===== src/design/spc_params.svh =====
/*
   constants of the sensor setup and calibration register block: register
   offsets, field positions, reset values and the host's own register map.
   assumes inclusion by bare name from every design file that needs a number.
*/
// Functional notes
// - setup field resets to 10, 10 starts setup
// - host never writes 00, 01 or 11
// - host writes setup bits 7..2 as zero
// - host programs setup before expecting conversions
// - pressure linearity words 22h-24h, zero before load
// - temperature correction words at 26h-2Ch
// - temperature sensor linearity words 2Eh-32h
// - extension upper byte widens pressure offset
// - extension lower byte widens sensor offset
// - coefficients returned unsigned, no sign handling
// - host clears read-disable bit before coefficient reads
// - read-disable bit resets to one
// - returned bytes shift out MSB first
`ifndef SPC_PARAMS_SVH
`define SPC_PARAMS_SVH

`define SPC_ADDR_OTP_CTRL   8'h08
`define SPC_ADDR_SETUP      8'h0A
`define SPC_ADDR_PR2        8'h22
`define SPC_ADDR_PR3        8'h24
`define SPC_ADDR_TEMP2      8'h26
`define SPC_ADDR_TEMP3      8'h28
`define SPC_ADDR_TEMP22     8'h2A
`define SPC_ADDR_TEMP23     8'h2C
`define SPC_ADDR_PTAT2      8'h2E
`define SPC_ADDR_PTAT3      8'h32
`define SPC_ADDR_CEX        8'h34
`define SPC_ADDR_OTP_FIRST  8'h22
`define SPC_ADDR_OTP_LAST   8'h34

`define SPC_NUM_COEF        9
`define SPC_COEF_W          16
`define SPC_IDX_PR3         1
`define SPC_IDX_PTAT3       7
`define SPC_IDX_CEX         8

`define SPC_SETUP_RST       2'h2
`define SPC_SETUP_GO        2'h2
`define SPC_SETUP_RSV_MSB   7
`define SPC_SETUP_RSV_LSB   2
`define SPC_OTP_CTRL_RST    8'h65
`define SPC_OTP_DIS_BIT     6

`define SPC_H_CTRL          4'h0
`define SPC_H_STATUS        4'h4
`define SPC_H_RDATA         4'h8
`define SPC_H_WDATA_LSB     8
`define SPC_H_WRITE_BIT     16
`define SPC_H_START_BIT     17
`define SPC_H_ST_BUSY       0
`define SPC_H_ST_DONE       1
`define SPC_H_ST_ERR        2
`define SPC_H_ST_SETUP      3
`define SPC_H_ST_OTP_EN     4

`endif


===== src/design/spc_pkg.sv =====
/*
   types shared by both ends of the sensor register link.
   assumes spc_params.svh supplies the widths.
*/
`include "spc_params.svh"

package spc_pkg;
   typedef logic [`SPC_COEF_W-1:0] spc_coef_type;
   typedef spc_coef_type [`SPC_NUM_COEF-1:0] spc_coef_set_type;
   typedef logic [7:0] spc_addr_type;
   typedef enum logic [0:0]
   {
      SPC_H_IDLE = 1'b0,
      SPC_H_WAIT = 1'b1
   } spc_host_state_type;
endpackage : spc_pkg


===== src/design/spc_link_if.sv =====
/*
   link between the register host and the sensor register block.
   assumes one shared clock; commands are one-cycle pulses, read data
   comes back one bit per cycle.
*/
interface spc_link_if;
   logic       cmd_valid;
   logic       cmd_write;
   logic [7:0] cmd_addr;
   logic [7:0] cmd_wdata;
   logic       busy;
   logic       rd_bit;
   logic       rd_valid;
   logic       rd_last;

   modport host
   (
      output cmd_valid,
      output cmd_write,
      output cmd_addr,
      output cmd_wdata,
      input  busy,
      input  rd_bit,
      input  rd_valid,
      input  rd_last
   );

   modport device
   (
      input  cmd_valid,
      input  cmd_write,
      input  cmd_addr,
      input  cmd_wdata,
      output busy,
      output rd_bit,
      output rd_valid,
      output rd_last
   );
endinterface : spc_link_if


===== src/design/spc_shift_out.sv =====
/*
   serialiser for read answers: a left-aligned word goes out one bit per
   cycle, highest bit first.
   assumes load only while not busy.
*/
`include "spc_params.svh"

module spc_shift_out
#(
   parameter int WIDTH = `SPC_COEF_W
)
(
   input  wire logic             clk_sys_in,
   input  wire logic             rst_in,
   input  wire logic             load_in,
   input  wire logic [WIDTH-1:0] data_in,
   input  wire logic [4:0]       nbits_in,
   output logic                  bit_out,
   output logic                  valid_out,
   output logic                  last_out,
   output logic                  busy_out
);
   import spc_pkg::*;

   generate
      if (WIDTH < 8 || WIDTH > 16)
      begin : g_bad_width
         $error("spc_shift_out: WIDTH must lie between 8 and 16");
      end
   endgenerate

   logic [WIDTH-1:0] sh_reg;
   logic [4:0]       cnt_reg;
   wire              shifting = (cnt_reg != 5'h0);

   always_ff @(posedge clk_sys_in)
   begin
      if (rst_in)
      begin
         sh_reg    <= '0;
         cnt_reg   <= 5'h0;
         bit_out   <= 1'b0;
         valid_out <= 1'b0;
         last_out  <= 1'b0;
         busy_out  <= 1'b0;
      end
      else if (load_in)
      begin
         sh_reg    <= data_in;
         cnt_reg   <= nbits_in;
         valid_out <= 1'b0;
         last_out  <= 1'b0;
         busy_out  <= 1'b1;
      end
      else
      begin
         // msb leaves first
         bit_out   <= sh_reg[WIDTH-1];
         sh_reg    <= {sh_reg[WIDTH-2:0], 1'b0};
         valid_out <= shifting;
         last_out  <= (cnt_reg == 5'h1);
         cnt_reg   <= shifting ? cnt_reg - 5'h1 : 5'h0;
         busy_out  <= (cnt_reg > 5'h1);
      end
   end
endmodule : spc_shift_out


===== src/design/spc_device.sv =====
/*
   sensor end: setup register, read-control register and the read-only
   calibration words, answered over the link.
   assumes calibration words arrive on a one-cycle load strobe and a host
   that keeps its own obligations on setup codes and read enabling.
*/
// The implementer's own choice: strobed register access.
`include "spc_params.svh"

module spc_device
(
   input  wire logic                      clk_sys_in,
   input  wire logic                      rst_in,
   spc_link_if.device                     link,
   input  wire logic                      otp_load_in,
   input  wire spc_pkg::spc_coef_set_type otp_coef_in,
   output logic [1:0]                     setup_code_out,
   output logic                           adc_setup_req_out,
   output logic                           adc_setup_launch_out,
   output logic                           otp_read_enabled_out,
   output logic                           otp_loaded_out,
   output logic [23:0]                    pressure_offset_coeff_out,
   output logic [23:0]                    temp_sensor_offset_coeff_out
);
   import spc_pkg::*;

   localparam spc_addr_type COEF_ADDR [`SPC_NUM_COEF] =
   '{
      `SPC_ADDR_PR2,
      `SPC_ADDR_PR3,
      `SPC_ADDR_TEMP2,
      `SPC_ADDR_TEMP3,
      `SPC_ADDR_TEMP22,
      `SPC_ADDR_TEMP23,
      `SPC_ADDR_PTAT2,
      `SPC_ADDR_PTAT3,
      `SPC_ADDR_CEX
   };

   logic [1:0]       setup_reg;
   logic [1:0]       setup_next;
   logic             otp_dis_reg;
   logic             otp_dis_next;
   logic             launch_next;
   logic             loaded_reg;
   spc_coef_set_type coef_reg;

   // command decode
   wire shift_busy;
   wire take      = link.cmd_valid & ~shift_busy;
   wire take_wr   = take & link.cmd_write;
   wire take_rd   = take & ~link.cmd_write;
   wire wr_setup  = take_wr & (link.cmd_addr == `SPC_ADDR_SETUP);
   wire wr_otpctl = take_wr & (link.cmd_addr == `SPC_ADDR_OTP_CTRL);

   // calibration word select
   logic [`SPC_NUM_COEF-1:0] coef_hit;
   spc_coef_type             coef_term [`SPC_NUM_COEF];
   spc_coef_type             coef_or   [`SPC_NUM_COEF+1];

   assign coef_or[0] = '0;

   genvar gi;
   generate
      for (gi = 0; gi < `SPC_NUM_COEF; gi++)
      begin : g_coef
         assign coef_hit[gi]    = (link.cmd_addr == COEF_ADDR[gi]);
         assign coef_term[gi]   = coef_hit[gi] ? coef_reg[gi] : '0;
         assign coef_or[gi + 1] = coef_or[gi] | coef_term[gi];
      end
   endgenerate

   wire is_coef = |coef_hit;

   // words pass out as stored bits, no sign extension anywhere
   wire spc_coef_type coef_word = otp_dis_reg ? '0 : coef_or[`SPC_NUM_COEF];

   // byte registers: reserved bits read as zero in setup, fixed pattern in control
   wire [7:0] setup_byte  = {6'h00, setup_reg};
   wire [7:0] otpctl_byte = otp_dis_reg ?
                            (`SPC_OTP_CTRL_RST) :
                            (`SPC_OTP_CTRL_RST & ~(8'h01 << `SPC_OTP_DIS_BIT));

   wire [7:0] byte_word =
      (link.cmd_addr == `SPC_ADDR_SETUP)    ? setup_byte  :
      (link.cmd_addr == `SPC_ADDR_OTP_CTRL) ? otpctl_byte :
                                              8'h00;

   // left-align so both lengths leave msb first
   wire spc_coef_type shift_word = is_coef ? coef_word : {byte_word, 8'h00};
   wire [4:0]         shift_len  = is_coef ? 5'h10 : 5'h08;

   spc_shift_out
   #(
      .WIDTH (`SPC_COEF_W)
   )
   u_shift
   (
      .clk_sys_in (clk_sys_in),
      .rst_in     (rst_in),
      .load_in    (take_rd),
      .data_in    (shift_word),
      .nbits_in   (shift_len),
      .bit_out    (link.rd_bit),
      .valid_out  (link.rd_valid),
      .last_out   (link.rd_last),
      .busy_out   (shift_busy)
   );

   assign link.busy = shift_busy;

   // only the two low bits hold state; the host keeps reserved bits zero
   assign setup_next   = wr_setup ? link.cmd_wdata[1:0] : setup_reg;
   assign launch_next  = wr_setup & (link.cmd_wdata[1:0] == `SPC_SETUP_GO);
   assign otp_dis_next = wr_otpctl ? link.cmd_wdata[`SPC_OTP_DIS_BIT] : otp_dis_reg;

   // offsets widen to 24 bits; the extension word only ever prefixes, never adds
   wire [23:0] pr_off_next    = {coef_reg[`SPC_IDX_CEX][15:8], coef_reg[`SPC_IDX_PR3]};
   wire [23:0] proportional_temp_sensor_off_next  = {coef_reg[`SPC_IDX_CEX][7:0], coef_reg[`SPC_IDX_PTAT3]};
   wire        setup_req_next = (setup_reg == `SPC_SETUP_GO);

   // setup field register
   always_ff @(posedge clk_sys_in)
   begin
      if (rst_in)
         setup_reg <= `SPC_SETUP_RST;
      else
         setup_reg <= setup_next;
   end

   // read-disable comes up set, so a cold host never sees half-loaded words
   always_ff @(posedge clk_sys_in)
   begin
      if (rst_in)
         otp_dis_reg <= 1'b1;
      else
         otp_dis_reg <= otp_dis_next;
   end

   // coefficients stay zero until the store presents them
   // limitation: one strobe fills every word, no partial update
   always_ff @(posedge clk_sys_in)
   begin
      if (rst_in)
         coef_reg <= '0;
      else if (otp_load_in)
         coef_reg <= otp_coef_in;
   end

   // loaded level stays up until the next reset
   always_ff @(posedge clk_sys_in)
   begin
      if (rst_in)
         loaded_reg <= 1'b0;
      else if (otp_load_in)
         loaded_reg <= 1'b1;
   end

   // user side outputs, all registered; one cycle of lag buys clean timing
   always_ff @(posedge clk_sys_in)
   begin
      if (rst_in)
      begin
         setup_code_out       <= `SPC_SETUP_RST;
         adc_setup_req_out    <= 1'b0;
         adc_setup_launch_out <= 1'b0;
      end
      else
      begin
         setup_code_out       <= setup_reg;
         adc_setup_req_out    <= setup_req_next;
         adc_setup_launch_out <= launch_next;
      end
   end

   // read-enable mirrors the disable bit, inverted
   always_ff @(posedge clk_sys_in)
   begin
      if (rst_in)
      begin
         otp_read_enabled_out <= 1'b0;
         otp_loaded_out       <= 1'b0;
      end
      else
      begin
         otp_read_enabled_out <= ~otp_dis_reg;
         otp_loaded_out       <= loaded_reg;
      end
   end

   // offsets follow the store even while link reads are disabled
   always_ff @(posedge clk_sys_in)
   begin
      if (rst_in)
      begin
         pressure_offset_coeff_out    <= 24'h00_0000;
         temp_sensor_offset_coeff_out <= 24'h00_0000;
      end
      else
      begin
         pressure_offset_coeff_out    <= pr_off_next;
         temp_sensor_offset_coeff_out <= proportional_temp_sensor_off_next;
      end
   end
endmodule : spc_device


===== src/flat_wrapper.sv =====
// flat-port wrapper written by rule: the top's interface ports become plain ports
module spc_device_flat import spc_pkg::*;
  (clk_sys_in, rst_in, otp_load_in, otp_coef_in, setup_code_out, adc_setup_req_out, adc_setup_launch_out, otp_read_enabled_out, otp_loaded_out, pressure_offset_coeff_out, temp_sensor_offset_coeff_out, link_cmd_valid, link_cmd_write, link_cmd_addr, link_cmd_wdata, link_busy, link_rd_bit, link_rd_valid, link_rd_last);
  spc_link_if link_i ();
  input  wire logic clk_sys_in;
  input  wire logic rst_in;
  input  wire logic otp_load_in;
  input  wire spc_pkg::spc_coef_set_type otp_coef_in;
  output logic [1:0] setup_code_out;
  output logic adc_setup_req_out;
  output logic adc_setup_launch_out;
  output logic otp_read_enabled_out;
  output logic otp_loaded_out;
  output logic [23:0] pressure_offset_coeff_out;
  output logic [23:0] temp_sensor_offset_coeff_out;
  input wire logic [$bits(link_i.cmd_valid)-1:0] link_cmd_valid;
  input wire logic [$bits(link_i.cmd_write)-1:0] link_cmd_write;
  input wire logic [$bits(link_i.cmd_addr)-1:0] link_cmd_addr;
  input wire logic [$bits(link_i.cmd_wdata)-1:0] link_cmd_wdata;
  output wire logic [$bits(link_i.busy)-1:0] link_busy;
  output wire logic [$bits(link_i.rd_bit)-1:0] link_rd_bit;
  output wire logic [$bits(link_i.rd_valid)-1:0] link_rd_valid;
  output wire logic [$bits(link_i.rd_last)-1:0] link_rd_last;
  assign link_i.cmd_valid = link_cmd_valid;
  assign link_i.cmd_write = link_cmd_write;
  assign link_i.cmd_addr = link_cmd_addr;
  assign link_i.cmd_wdata = link_cmd_wdata;
  assign link_busy = link_i.busy;
  assign link_rd_bit = link_i.rd_bit;
  assign link_rd_valid = link_i.rd_valid;
  assign link_rd_last = link_i.rd_last;
  spc_device u_core (.clk_sys_in(clk_sys_in), .rst_in(rst_in), .link(link_i), .otp_load_in(otp_load_in), .otp_coef_in(otp_coef_in), .setup_code_out(setup_code_out), .adc_setup_req_out(adc_setup_req_out), .adc_setup_launch_out(adc_setup_launch_out), .otp_read_enabled_out(otp_read_enabled_out), .otp_loaded_out(otp_loaded_out), .pressure_offset_coeff_out(pressure_offset_coeff_out), .temp_sensor_offset_coeff_out(temp_sensor_offset_coeff_out));
endmodule

===== config.mk =====
export PLATFORM = sky130hd
export DESIGN_NAME = spc_device_flat
export DESIGN_NICKNAME = d
export VERILOG_FILES = /design/src/design/spc_pkg.sv /design/src/design/spc_link_if.sv /design/src/design/spc_shift_out.sv /design/src/design/spc_device.sv /design/src/flat_wrapper.sv
export VERILOG_INCLUDE_DIRS = /design/src /design/src/design
export SDC_FILE = /design/constraint.sdc
export NUM_CORES = 1
export LEC_CHECK = 0
export BUFFER_PORTS_ARGS = -buffer_cell sky130_fd_sc_hd__buf_2
export CAP_MARGIN = 15
export CORE_MARGIN = 5
export CORE_UTILIZATION = 45
export DETAILED_ROUTE_END_ITERATION = 6
export PLACE_DENSITY = 0.69
export SLEW_MARGIN = 20
export SYNTH_ARGS = -nofsm -noshare
export SYNTH_HDL_FRONTEND = slang
export SYNTH_SLANG_ARGS = --single-unit

===== constraint.sdc =====
create_clock -name clk_sys_in -period 2.71 [get_ports clk_sys_in]
set_clock_uncertainty 0.15 [all_clocks]
set_input_delay 0.813 -clock clk_sys_in [delete_from_list [all_inputs] [get_ports clk_sys_in]]
set_output_delay 0.813 -clock clk_sys_in [all_outputs]
set_load 0.05 [all_outputs]

### Word-level counts from Yosys, hierarchy flattened

Index checks and enable logic that the tools add are counted.

* flip-flop bits (word level): 227
* input port bits: 165
* output and inout bits: 58
* word-level logic and storage cells: 84

* add/subtract/negate cells: 1
* order comparisons: 1
* eq/ne operators: 14
* mux-type cells: 19
* bitwise gates (word level): 19
* reductions and logical operators: 4

Operators by type and width (count)
* two-way mux 16 bit: 12
* bitwise OR 16 bit: 8
* equality test 8 x 6 -> 1 bit, second input constant: 9
* equality test 8 x 4 -> 1 bit, second input constant: 2
* two-way mux 8 bit: 2
* two-way mux 5 bit: 3
* OR reduction 9 bit: 1
* two-way mux 7 bit: 1
* bitwise AND 1 bit: 6
* equality test 5 x 1 -> 1 bit, second input constant: 1
* > comparator 5 x 1 -> 1 bit, second input constant: 1
* inverter 1 bit: 5
* nonzero test 5 bit: 1
* subtractor 5 x 1 -> 5 bit, second input constant: 1
* equality test 2 bit, second input constant: 2
* OR reduction 4 bit: 1
* OR reduction 2 bit: 1
* two-way mux 1 bit: 1

### Depth between registers and ports, before layout

Gate-level depths: netlist of run 1.

* word-level depth: 13
* depth in mapped cells: 7
* mapped depth without buffers: 5

### Modules after synthesis

Synthesis of run 1 repeated with hierarchy kept, for this count alone.

* cell total of the unflattened synthesis: 894
* area total of the unflattened synthesis: 9067.4 um2

Modules (own cells, without submodules)
* spc_device: times used 1, cells each 803, area each 8099.0 um2, sequential area each 4043.9 um2
* spc_shift_out: times used 1, cells each 91, area each 968.4 um2, sequential area each 500.5 um2

### Worst setup path after synthesis of run 1

Ideal clock, no wire load.

* kind: input -> register
* from: in link_cmd_addr[7]
* to: reg u_core.u_shift.sh_reg[5]
* library setup time: 0.078 ns
* arrival time: 2.116 ns
* required time: 2.482 ns
* slack: 0.366 ns
* stages on the path: 5
* buffers on the path: 1
* cell sequence: or3_1 buf_2 or2_1 or3_1 a32oi_1

* word-level cells in the longest chain between the ends: 13
* elaborated cells on any way between the ends: 30
* those cells by class: 9 x eq/ne; 12 x mux; 8 x bitwise; 1 x reduce/logical

RTL lines
* start: declaration: RTL line flat_wrapper.sv:18 `input wire logic [$bits(link_i.cmd_addr)-1:0] link_cmd_addr;`
* equality test 8 x 6 -> 1 bit: RTL line spc_device.sv:67 `assign coef_hit[gi] = (link.cmd_addr == COEF_ADDR[gi]);`
* two-way mux 16 bit: RTL line spc_device.sv:68 `assign coef_term[gi] = coef_hit[gi] ? coef_reg[gi] : '0;`
* bitwise OR 16 bit (8 in series): RTL line spc_device.sv:69 `assign coef_or[gi + 1] = coef_or[gi] | coef_term[gi];`
* two-way mux 16 bit: RTL line spc_device.sv:76 `` wire spc_coef_type coef_word = otp_dis_reg ? '0 : coef_or[`SPC_NUM_COEF]; ``
* two-way mux 16 bit (*): RTL line spc_device.sv:90 `wire spc_coef_type shift_word = is_coef ? coef_word : {byte_word, 8'h00};`
* two-way mux 16 bit (*): RTL line spc_shift_out.sv:47 `else if (load_in)`
* end signal: assignment: RTL line spc_shift_out.sv:49 `sh_reg <= data_in;`
* end signal: assignment: RTL line spc_shift_out.sv:59 `sh_reg <= {sh_reg[WIDTH-2:0], 1'b0};`
* end: declaration: RTL line spc_shift_out.sv:32 `logic [WIDTH-1:0] sh_reg;`

Mark *: on every way between the ends. The rest lies on a longest branch, timed or not.
A chain may end at the register's enable or synchronous reset.

### Worst setup path after layout of run 1

* from: in link_cmd_addr[7]
* to: reg u_core.u_shift.sh_reg[4]

Same word-level chain as after synthesis.

==> flow_metrics.tcl, run 1 <==
set metrics [dict create \
    post-layout-total-power_w 0.00809 \
    via_per_inst 5.17 \
    num_io_pins 223 \
    worst_r2r_path_depth 4 \
    drt_first_iter_violations 536 \
    yosysTopAreaCellShare_pct 49.6 \
    max_slew_violation_total_from_the_final_report 0 \
    timing.critical_path.arrival_ns 2.60 \
    die_x_um 153 \
    category_of_the_critical_setup_timing_path "in -> reg" \
    min-delay-start "u_core.u_shift.sh_reg[3]$_SDFF_PP0_" \
    maxClockFrequency_mhz 432 \
    hpwlAfterDp_um 18200 \
    antenna_found_initial 3 \
    end_kind "flop" \
    power_density_mw_per_mm2 697 \
    hp_class "reg -> reg" \
    synth_common_cells "sky130_fd_sc_hd__dfxtp_1, sky130_fd_sc_hd__mux2i_1, sky130_fd_sc_hd__nor2_1" \
    crit-reg2reg-capture "u_core.u_shift.sh_reg[8]$_SDFF_PP0_" \
    core_area_mm2 0.0201 \
    share_of_final_layout_standard_cells_stronger_than_drive_strength_1_pct 28.5 \
    grt_max_degree 156 \
    worst_r2r_startpoint "u_core.u_shift.busy_out$_SDFF_PP0_" \
    synth_fp_nets 1072 \
    finish.utilization_pct 57.7 \
    cp-start-kind "primary input" \
    io_buffers 217 \
    cpMaxStageDelayCell "sky130_fd_sc_hd__or3_1" \
    resize_count_post_cts 0 \
    cts_hold_buf 0 \
    tritoncts "done" \
    drc 0 \
    number_of_endpoints_failing_setup_at_the_final_stage 0 \
    vdd.ir_drop.worst_v 0.000553 \
    first_global_vias 7229 \
    power.static_leakage_nw 5.22 \
    path_max_fanout 7 \
    syn-mean-instance-area_um2 10.1 \
    status "finished, final reports clean" \
    relSlewSlack_pct 56.2 \
    holdWs_ns 0.301 \
    synth-edff-count 0 \
    floorplan.die_area_mm2 0.0233 \
    gr-usage-all-layers_pct 20.9 \
    final-hold-violation-count 0 \
    dr.pass1.iters 4 \
    placed_cells_incl_taps 1370 \
    worst_path_largest_cell_delay_ns 0.52 \
    critPathRequiredTime_ns 3.00 \
    post-place-ws_ns -0.0543 \
    worstSkewPairLatency_ns 0.51 \
    postSynth.topFlopCell "sky130_fd_sc_hd__dfxtp_1" \
    layout_setup_ws_ns 0.393 \
    route.detailed.wl_per_inst_um 17.9 \
    cells_along_the_critical_path "buf_2 > or3_1 > buf_4 > a2111oi_0 > buf_4 > a211oi_1 > o211ai_1" \
    timing_worst_slew_pin_value_ns 0.651 \
    synthesis.area_mm2 0.00915 \
    nets 1293 \
    setup_repair_after_global_routing_missed_its_margin "false" \
    layout_min_cycle_time_ns 2.32 \
    globalRouteOverflowTotal 0 \
    ff2ff_setup_slack_ns 0.86 \
    cts_buffers 24 \
    grt_pass1_wl_um 40000 \
    synth.top_cells.by_area "sky130_fd_sc_hd__dfxtp_1, sky130_fd_sc_hd__mux2i_1, sky130_fd_sc_hd__nor2_1" \
    drv_cap 0 \
    final.period_utilization_pct 85.5 \
    place_congestion 0.867 \
    clock_path_buffers 3 \
    seq_area_frac_synth_pct 49.6 \
    core.rowCount 52 \
    post_synth_inst_count 905 \
    die-height_um 153 \
    yosysWarningCount 0 \
    clock-sinks 227 \
    drt_antenna_net_count 0 \
    largest_reg_flops 144 \
    yosysTopAreaCell "sky130_fd_sc_hd__dfxtp_1" \
    postCtsSetupBuffers 0 \
    htree_levels 1 \
    synthToLayoutAreaGrowth_pct 26.8 \
    yosys.cell_count.top_type "sky130_fd_sc_hd__dfxtp_1" \
    ys_ff_latch 227 \
    drt_wl_total_um 25300 \
    floorplan.initialDensity_pct 45.5 \
    finish.cell_count_without_fillers 1412 \
    hold_path_depth 2 \
    hold_path_end "u_core.u_shift.sh_reg[4]$_SDFF_PP0_" \
    vias 7301 \
    clk_tree_root_cell "sky130_fd_sc_hd__clkbuf_16" \
    cts.clk_slew.worst_paths_ns 0.06 \
    postSynth.asyncResetShare_pct 0 \
    netlist-cell-type-count 62 \
    most_frequent_cell_on_critical_path "sky130_fd_sc_hd__buf_4" \
]
power breakdown:
group	internal, W	switching, W
clock network	0.00203	0.00130
logic	0.000462	0.000638
registers	0.00354	0.000120
total	0.00603	0.00206
cell families (layout without fill, tap and decap cells):
family | count (synthesis) | in the layout | share of synthesized area, %
simple gates | 318 | 318 | 17.6
flops | 227 | 227 | 49.6
mux | 172 | 172 | 19.3
compound gates | 107 | 107 | 9.46
buf+inv | 78 | 314 | 3.58
fa+ha+maj | 2 | 2 | 0.273
xor+xnor | 1 | 1 | 0.0957
other cells | 0 | 1 | 0
critical path, delay by kind of cell:
family                 cells  cell delay (ns)
AO/OA/AOI/OAI              3             0.71
buffers and inverters      3             0.56
AND/OR/NAND/NOR            1             0.52
routing by layer:
metal,up-vias,part of all wire [%],track usage [%],wire [um]
met4,4,1.9,4.92,476
met3,38,7.6,4.83,1930
met5,-,0.083,0,21
met1,3402,45,30.2,11400
li1,3634,-,-,-
met2,223,45,31.9,11400
metrics by stage:
step	TNS [ns]	area, um^2
6_report	0	11600
3_5_place_dp	-0.0543	10800
5_1_grt	0	11600
3_3_place_gp	-0.0357	10800
4_1_cts	0	11600
2_1_floorplan	0	9150
area by class of cell:
type                    count  area (um^2)
diodes                      1         2.50
clock buffers              35          723
clock inverters             6         80.1
fillers                  1773         8500
inverters                   9         33.8
multi-input cells         600         4280
flip-flops and latches    227         4540
well taps                 270          338
repair buffers            264         1600
cells in the final DEF (no fill, tap or decap), types with 4 or more instances in the layout:
master                        n
sky130_fd_sc_hd__buf_2      215
sky130_fd_sc_hd__inv_1        9
sky130_fd_sc_hd__nand3_1      5
sky130_fd_sc_hd__nand4_1      6
sky130_fd_sc_hd__mux2_2       8
sky130_fd_sc_hd__nand2b_1     9
sky130_fd_sc_hd__mux2i_1    161
sky130_fd_sc_hd__clkbuf_16   25
sky130_fd_sc_hd__o21ai_0      4
sky130_fd_sc_hd__clkbuf_8     7
sky130_fd_sc_hd__clkbuf_1     4
sky130_fd_sc_hd__a22o_1      16
sky130_fd_sc_hd__a32oi_1      7
sky130_fd_sc_hd__buf_4       35
sky130_fd_sc_hd__clkinv_2     4
sky130_fd_sc_hd__dfxtp_1    227
sky130_fd_sc_hd__nor2_1     160
sky130_fd_sc_hd__a21oi_1     11
sky130_fd_sc_hd__a211oi_1     8
sky130_fd_sc_hd__a22oi_1      5
sky130_fd_sc_hd__nor4b_1      4
sky130_fd_sc_hd__nor2b_1     56
sky130_fd_sc_hd__o211ai_1    14
sky130_fd_sc_hd__nand3b_1    26
sky130_fd_sc_hd__buf_12      12
sky130_fd_sc_hd__nor4_1       5
sky130_fd_sc_hd__nand2_1     20
sky130_fd_sc_hd__nor3_1       7
sky130_fd_sc_hd__a221oi_1    11
sky130_fd_sc_hd__o2bb2ai_1    8
how the worst max path moves through the flow:
stage,startpoint,to,slack [ns],cells past startpoint
floorplan,link_cmd_addr[7],u_core.u_shift.sh_reg[5]$_SDFF_PP0_,0.37,5
global placement,link_cmd_addr[7],u_core.u_shift.sh_reg[4]$_SDFF_PP0_,-0.04,7
detailed placement,link_cmd_addr[7],u_core.u_shift.sh_reg[4]$_SDFF_PP0_,-0.05,7
CTS,link_cmd_addr[7],u_core.u_shift.sh_reg[4]$_SDFF_PP0_,0.45,7
global route,link_cmd_addr[7],u_core.u_shift.sh_reg[4]$_SDFF_PP0_,0.37,7
finish,link_cmd_addr[7],u_core.u_shift.sh_reg[4]$_SDFF_PP0_,0.39,7
(Power assumes the default switching activity.)
==> run 2: changes to the inputs <==
ABC_CLOCK_PERIOD_IN_PS = 2710   (was unset)
CTS_BUF_LIST = sky130_fd_sc_hd__clkbuf_4 sky130_fd_sc_hd__clkbuf_8 sky130_fd_sc_hd__clkbuf_16   (was unset)
==> run 2 against run 1 <==
Net effect:
- critical path depth is the same
- register-to-register slack about the same
- sequential cell count stayed put
- largest cell class unchanged
- sequential power about the same
- count of clock-buffer cells in the layout is the same
- global-route usage unchanged
- non-clock buffer count is the same
- routed wire length decreased by 0.15%
- combinational power barely moved
- first-iteration DRC count increased by 3.2%
- worst hold slack improved by 0.0036 ns
- via count is 0.37% higher
==> flow_metrics.tcl, run 2 (same netlist as run 1, synthesis figures left out) <==
set metrics [dict create \
    post-place-ws_ns -0.0543 \
    resize_count_post_cts 0 \
    cts.clk_slew.worst_paths_ns 0.06 \
    core_area_mm2 0.0201 \
    synthToLayoutAreaGrowth_pct 27.0 \
    io_buffers 217 \
    tritoncts "done" \
    timing_worst_slew_pin_value_ns 0.655 \
    dr.pass1.iters 7 \
    layout_min_cycle_time_ns 2.31 \
    top_usage_layer "met2" \
    power_density_mw_per_mm2 700 \
    clock-sinks 227 \
    globalRouteOverflowTotal 0 \
    met3_capacity_usage_during_global_routing_pct 4.83 \
    end_kind "flop" \
    place_congestion 0.867 \
    power.static_leakage_nw 5.24 \
    nets 1293 \
    clk_tree_root_cell "sky130_fd_sc_hd__clkbuf_16" \
    final.period_utilization_pct 85.2 \
    most_frequent_cell_on_critical_path "sky130_fd_sc_hd__buf_4" \
    leading_cell_types_in_the_layout_fill_and_taps_excluded "sky130_fd_sc_hd__dfxtp_1, sky130_fd_sc_hd__buf_2, sky130_fd_sc_hd__mux2i_1, sky130_fd_sc_hd__nor2_1, sky130_fd_sc_hd__nor2b_1" \
    portion_of_total_power_attributed_to_sequential_cells_pct 45.1 \
    postCtsSetupBuffers 0 \
    gr-usage-all-layers_pct 20.9 \
    die-height_um 153 \
    via_per_inst 5.19 \
    drv_cap 0 \
    clock_path_buffers 3 \
    layout_setup_ws_ns 0.400 \
    first_global_vias 7227 \
    worstSkewPairLatency_ns 0.51 \
    critPathRequiredTime_ns 2.99 \
    worst_path_largest_cell_delay_ns 0.51 \
    critPathTopFamily "compound AO/OA/AOI/OAI gates" \
    final-hold-violation-count 0 \
    antenna_found_initial 3 \
    floorplan.die_area_mm2 0.0233 \
    met2_capacity_usage_during_global_routing_pct 31.9 \
    num_io_pins 223 \
    power.share.clock_pct 41.4 \
    cts_buffers 24 \
    largest_reg_flops 144 \
    setup_repair_after_global_routing_missed_its_margin "false" \
    drt_first_iter_violations 553 \
    route.detailed.wl_per_inst_um 17.9 \
    drt_antenna_net_count 0 \
    grt_max_degree 156 \
    die_x_um 153 \
    core.rowCount 52 \
    number_of_endpoints_failing_setup_at_the_final_stage 0 \
    category_of_the_critical_setup_timing_path "in -> reg" \
    floorplan.initialDensity_pct 45.5 \
    maxClockFrequency_mhz 433 \
    hp_class "reg -> reg" \
    drt_wl_total_um 25200 \
    status "finished, final reports clean" \
    cells_along_the_critical_path "buf_2 > or3_1 > buf_4 > a2111oi_0 > buf_4 > a211oi_1 > o211ai_1" \
    drc 0 \
    holdWs_ns 0.305 \
    timing.critical_path.arrival_ns 2.59 \
    cts_hold_buf 0 \
    placed_cells_incl_taps 1370 \
    swShare_pct 25.3 \
    total_switching_power_w 0.00206 \
    use_met1_pct 30.2 \
    internal-power_w 0.00607 \
    cpMaxStageDelayCell "sky130_fd_sc_hd__or3_1" \
    final_common_cell "sky130_fd_sc_hd__dfxtp_1" \
    cp-start-kind "primary input" \
    max_slew_violation_total_from_the_final_report 0 \
    htree_levels 1 \
    path_max_fanout 7 \
    combPwrFrac_pct 13.6 \
    hpwlAfterDp_um 18200 \
    relSlewSlack_pct 56.0 \
    vias 7328 \
    grt_pass1_wl_um 40000 \
    critical_path.n_buffers_inverters 3 \
    vdd.ir_drop.worst_v 0.000548 \
    share_of_final_layout_standard_cells_stronger_than_drive_strength_1_pct 28.8 \
    finish.cell_count_without_fillers 1412 \
]
==> run 2: cell types whose count changed in the layout (fill, tap and decap cells not counted) <==
cell                       delta
sky130_fd_sc_hd__clkbuf_4     +4
sky130_fd_sc_hd__clkbuf_1     -4
==> run 2: area by class of cell <==
type	count	area [um^2]
inverters	9	33.8
clock buffers	35	738
fillers	1771	8480
repair buffers	264	1600
diodes	1	2.50
clock inverters	6	80.1
multi-input cells	600	4280
flip-flops and latches	227	4540
well taps	270	338
==> run 2: worst register-to-register path, cell delays in order (launching register included) <==
cell	delay, ns
sky130_fd_sc_hd__dfxtp_1	0.34
sky130_fd_sc_hd__or3b_1	0.38
sky130_fd_sc_hd__nor3_1	0.29
sky130_fd_sc_hd__nand2_2	0.28
sky130_fd_sc_hd__o311ai_1	0.32
==> run 2: through the flow <==
| stage | power (W) | instance area (um^2) | TNS (ns) | utilization (%) |
|---|---|---|---|---|
| after floorplan | 0.00444 | 9150 | 0 | - |
| after global routing | 0.00846 | 11600 | 0 | 57.8 |
| after global placement | 0.00482 | 10800 | -0.0357 | 53.7 |
| after CTS | 0.00819 | 11600 | 0 | 57.8 |
| final | 0.00813 | 11600 | 0 | 57.8 |
| after detailed placement | 0.00483 | 10800 | -0.0543 | 53.7 |
==> run 2: final timing paths <==
check	end	slack, ns	cells past startpoint	from
worst min register to register	u_core.u_shift.sh_reg[3]$_SDFF_PP0_	0.31	2	u_core.u_shift.sh_reg[2]$_SDFF_PP0_
worst max register to register	u_core.u_shift.sh_reg[8]$_SDFF_PP0_	0.87	4	u_core.u_shift.busy_out$_SDFF_PP0_
worst max-delay path	u_core.u_shift.sh_reg[4]$_SDFF_PP0_	0.40	7	link_cmd_addr[7]
worst min-delay path	u_core.u_shift.sh_reg[3]$_SDFF_PP0_	0.31	2	u_core.u_shift.sh_reg[2]$_SDFF_PP0_
==> run 2: metal layers <==
layer	wire length (um)	vias up
li1	-	3637
met1	11500	3415
met2	11500	234
met3	1830	38
met4	456	4
met5	21	-
==> run 2: power groups by stage <==
stage,registers [W],logic (W),clock network (W)
after CTS,0.00366,0.00110,0.00342
after global placement,0.00373,0.00109,0
after detailed placement,0.00374,0.00110,0
after global routing,0.00369,0.00120,0.00357
final,0.00366,0.00110,0.00337
after floorplan,0.00386,0.000574,0
==> run 3: changes to the inputs <==
BUFFER_PORTS_ARGS = unset   (was -buffer_cell sky130_fd_sc_hd__buf_2)
DONT_BUFFER_PORTS = 1   (was unset)
PLACE_DENSITY = unset   (was 0.69)
SLEW_MARGIN = unset   (was 20)
==> run 3 against run 2 <==
Net effect:
- critical path depth shrank 7
- sequential power grew 4%
- setup slack gained 0.14 ns
- worst hold slack lost 0.093 ns
- combinational power shrank 46%
- die area is the same
- sequential cell count is the same
- register-to-register slack lost 0.09 ns
- non-clock buffer count shrank 244
- clock power is essentially flat
- first-iteration DRC count shrank 23%
- global-route usage shrank 0.64 points
- largest power group unchanged
- highest routed layer unchanged
==> flow_metrics.tcl, run 3 (same netlist as run 1, synthesis figures left out) <==
set metrics [dict create \
    setup_tns_ns 0 \
    grt_pass1_wl_um 37700 \
    clock_path_buffers 3 \
    layout_min_cycle_time_ns 2.17 \
    placed_cells_incl_taps 1126 \
    floorplan.initialDensity_pct 45.5 \
    vdd.ir_drop.worst_v 0.000535 \
    place_congestion 0.860 \
    power.static_leakage_nw 4.12 \
    cp-start-kind "flop" \
    critPathRequiredTime_ns 1.75 \
    drc 0 \
    status "finished, final reports clean" \
    worstSkewPairLatency_ns 0.52 \
    category_of_the_critical_setup_timing_path "reg -> out" \
    min-delay-start "rst_in" \
    timing.critical_path.arrival_ns 1.20 \
    antenna_found_initial 2 \
    final.period_utilization_pct 79.9 \
    swShare_pct 24.2 \
    tritoncts "done" \
    hold_path_depth 1 \
    grt_max_degree 214 \
    maxClockFrequency_mhz 462 \
    drt_antenna_net_count 0 \
    core.rowCount 52 \
    htree_levels 1 \
    portion_of_total_power_attributed_to_sequential_cells_pct 48.9 \
    path_max_fanout 1 \
    synthToLayoutAreaGrowth_pct 11.1 \
    dpl-instance-area_mm2 0.00935 \
    route.detailed.wl_per_inst_um 21.1 \
    clk_tree_root_cell "sky130_fd_sc_hd__clkbuf_16" \
    vias 6441 \
    total_switching_power_w 0.00188 \
    resize_count_post_cts 0 \
    relSlewSlack_pct 58.6 \
    num_io_pins 223 \
    via_per_inst 5.51 \
    hp_class "in -> reg" \
    power.share.clock_pct 43.4 \
    cts.clk_slew.worst_paths_ns 0.06 \
    combPwrFrac_pct 7.7 \
    drv_cap 0 \
    floorplan.die_area_mm2 0.0233 \
    largest_reg_flops 144 \
    dr.pass1.iters 5 \
    nets 1050 \
    leading_cell_types_in_the_layout_fill_and_taps_excluded "sky130_fd_sc_hd__dfxtp_1, sky130_fd_sc_hd__mux2i_1, sky130_fd_sc_hd__nor2_1, sky130_fd_sc_hd__nor2b_1, sky130_fd_sc_hd__nand3b_1" \
    gr-usage-all-layers_pct 20.3 \
    crit-reg2reg-capture "u_core.u_shift.sh_reg[15]$_SDFF_PP0_" \
    internal-power_w 0.00590 \
    drt_first_iter_violations 427 \
    die-height_um 153 \
    final_common_cell "sky130_fd_sc_hd__dfxtp_1" \
    final-hold-violation-count 0 \
    stdcell_area_mm2 0.0102 \
    cts_buffers 25 \
    die_x_um 153 \
    setup_repair_after_global_routing_missed_its_margin "false" \
    hold_path_end "u_core.u_shift.busy_out$_SDFF_PP0_" \
    ff2ff_setup_slack_ns 0.78 \
    hpwlAfterDp_um 17000 \
    cts_hold_buf 0 \
    timing_worst_slew_pin_value_ns 0.615 \
    globalRouteOverflowTotal 0 \
    first_global_vias 6206 \
    share_of_final_layout_standard_cells_stronger_than_drive_strength_1_pct 9.68 \
    worst_r2r_startpoint "u_core.u_shift.busy_out$_SDFF_PP0_" \
    io_buffers 0 \
    finish.cell_count_without_fillers 1169 \
    holdWs_ns 0.212 \
    worst_r2r_path_depth 5 \
    postCtsSetupBuffers 0 \
    drt_wl_total_um 24700 \
    antenna_cells_inserted 0 \
    clock-sinks 227 \
    number_of_endpoints_failing_setup_at_the_final_stage 0 \
    max_slew_violation_total_from_the_final_report 0 \
    end_kind "output port" \
    path_depth 0 \
    core_area_mm2 0.0201 \
    power_density_mw_per_mm2 766 \
]
-- run 3: changes by cell type in the layout (fill, tap and decap cells not counted) --
cell,before,now
sky130_fd_sc_hd__buf_12,12,0
sky130_fd_sc_hd__diode_2,1,0
sky130_fd_sc_hd__inv_6,0,1
sky130_fd_sc_hd__clkbuf_4,4,6
sky130_fd_sc_hd__clkinv_2,4,5
sky130_fd_sc_hd__buf_4,35,20
sky130_fd_sc_hd__buf_6,1,0
sky130_fd_sc_hd__clkbuf_8,7,4
sky130_fd_sc_hd__buf_2,215,0
-- run 3: area by class of cell --
type / instances / area, um^2
Inverter: 9 / 33.8
Fill cell: 1868 / 9940
Sequential cell: 227 / 4540
Multi-Input combinational cell: 600 / 4280
Clock inverter: 8 / 93.8
Clock buffer: 35 / 726
Tap cell: 270 / 338
Timing Repair Buffer: 20 / 150
-- run 3: routing by layer --
metal / track usage [%] / vias up / share of wire, %
met5: 0 / - / 0.11
met4: 3.65 / 4 / 1.1
met3: 7.30 / 26 / 9.3
met2: 31.8 / 209 / 46
met1: 27.4 / 3054 / 43
li1: - / 3148 / -
-- run 3: metrics by stage --
stage	setup WS, ns	total power (W)	utilization, %
6_report	0.544	0.00779	50.6
5_1_grt	0.512	0.00812	50.6
4_1_cts	0.511	0.00787	50.6
3_5_place_dp	0.256	0.00448	46.5
3_3_place_gp	0.268	0.00446	46.5
2_1_floorplan	0.366	0.00444	-
-- run 3: power groups by stage --
stage               clock network [W]  registers (W)  logic (W)
floorplan                           0        0.00386   0.000574
global placement                    0        0.00388   0.000587
detailed placement                  0        0.00388   0.000594
CTS                           0.00346        0.00381   0.000601
global route                  0.00361        0.00383   0.000671
finish                        0.00338        0.00381   0.000598
-- run 3: worst max-delay path by stage --
stage / startpoint / to / slack, ns
CTS: u_core.temp_sensor_offset_coeff_out[0]$_SDFF_PP0_ / temp_sensor_offset_coeff_out[0] / 0.51
finish: u_core.temp_sensor_offset_coeff_out[0]$_SDFF_PP0_ / temp_sensor_offset_coeff_out[0] / 0.54
floorplan: link_cmd_addr[7] / u_core.u_shift.sh_reg[5]$_SDFF_PP0_ / 0.37
detailed placement: link_cmd_addr[7] / u_core.u_shift.sh_reg[4]$_SDFF_PP0_ / 0.26
global route: u_core.u_shift.bit_out$_SDFFE_PP0N_ / link_rd_bit / 0.51
global placement: link_cmd_addr[7] / u_core.u_shift.sh_reg[4]$_SDFF_PP0_ / 0.27
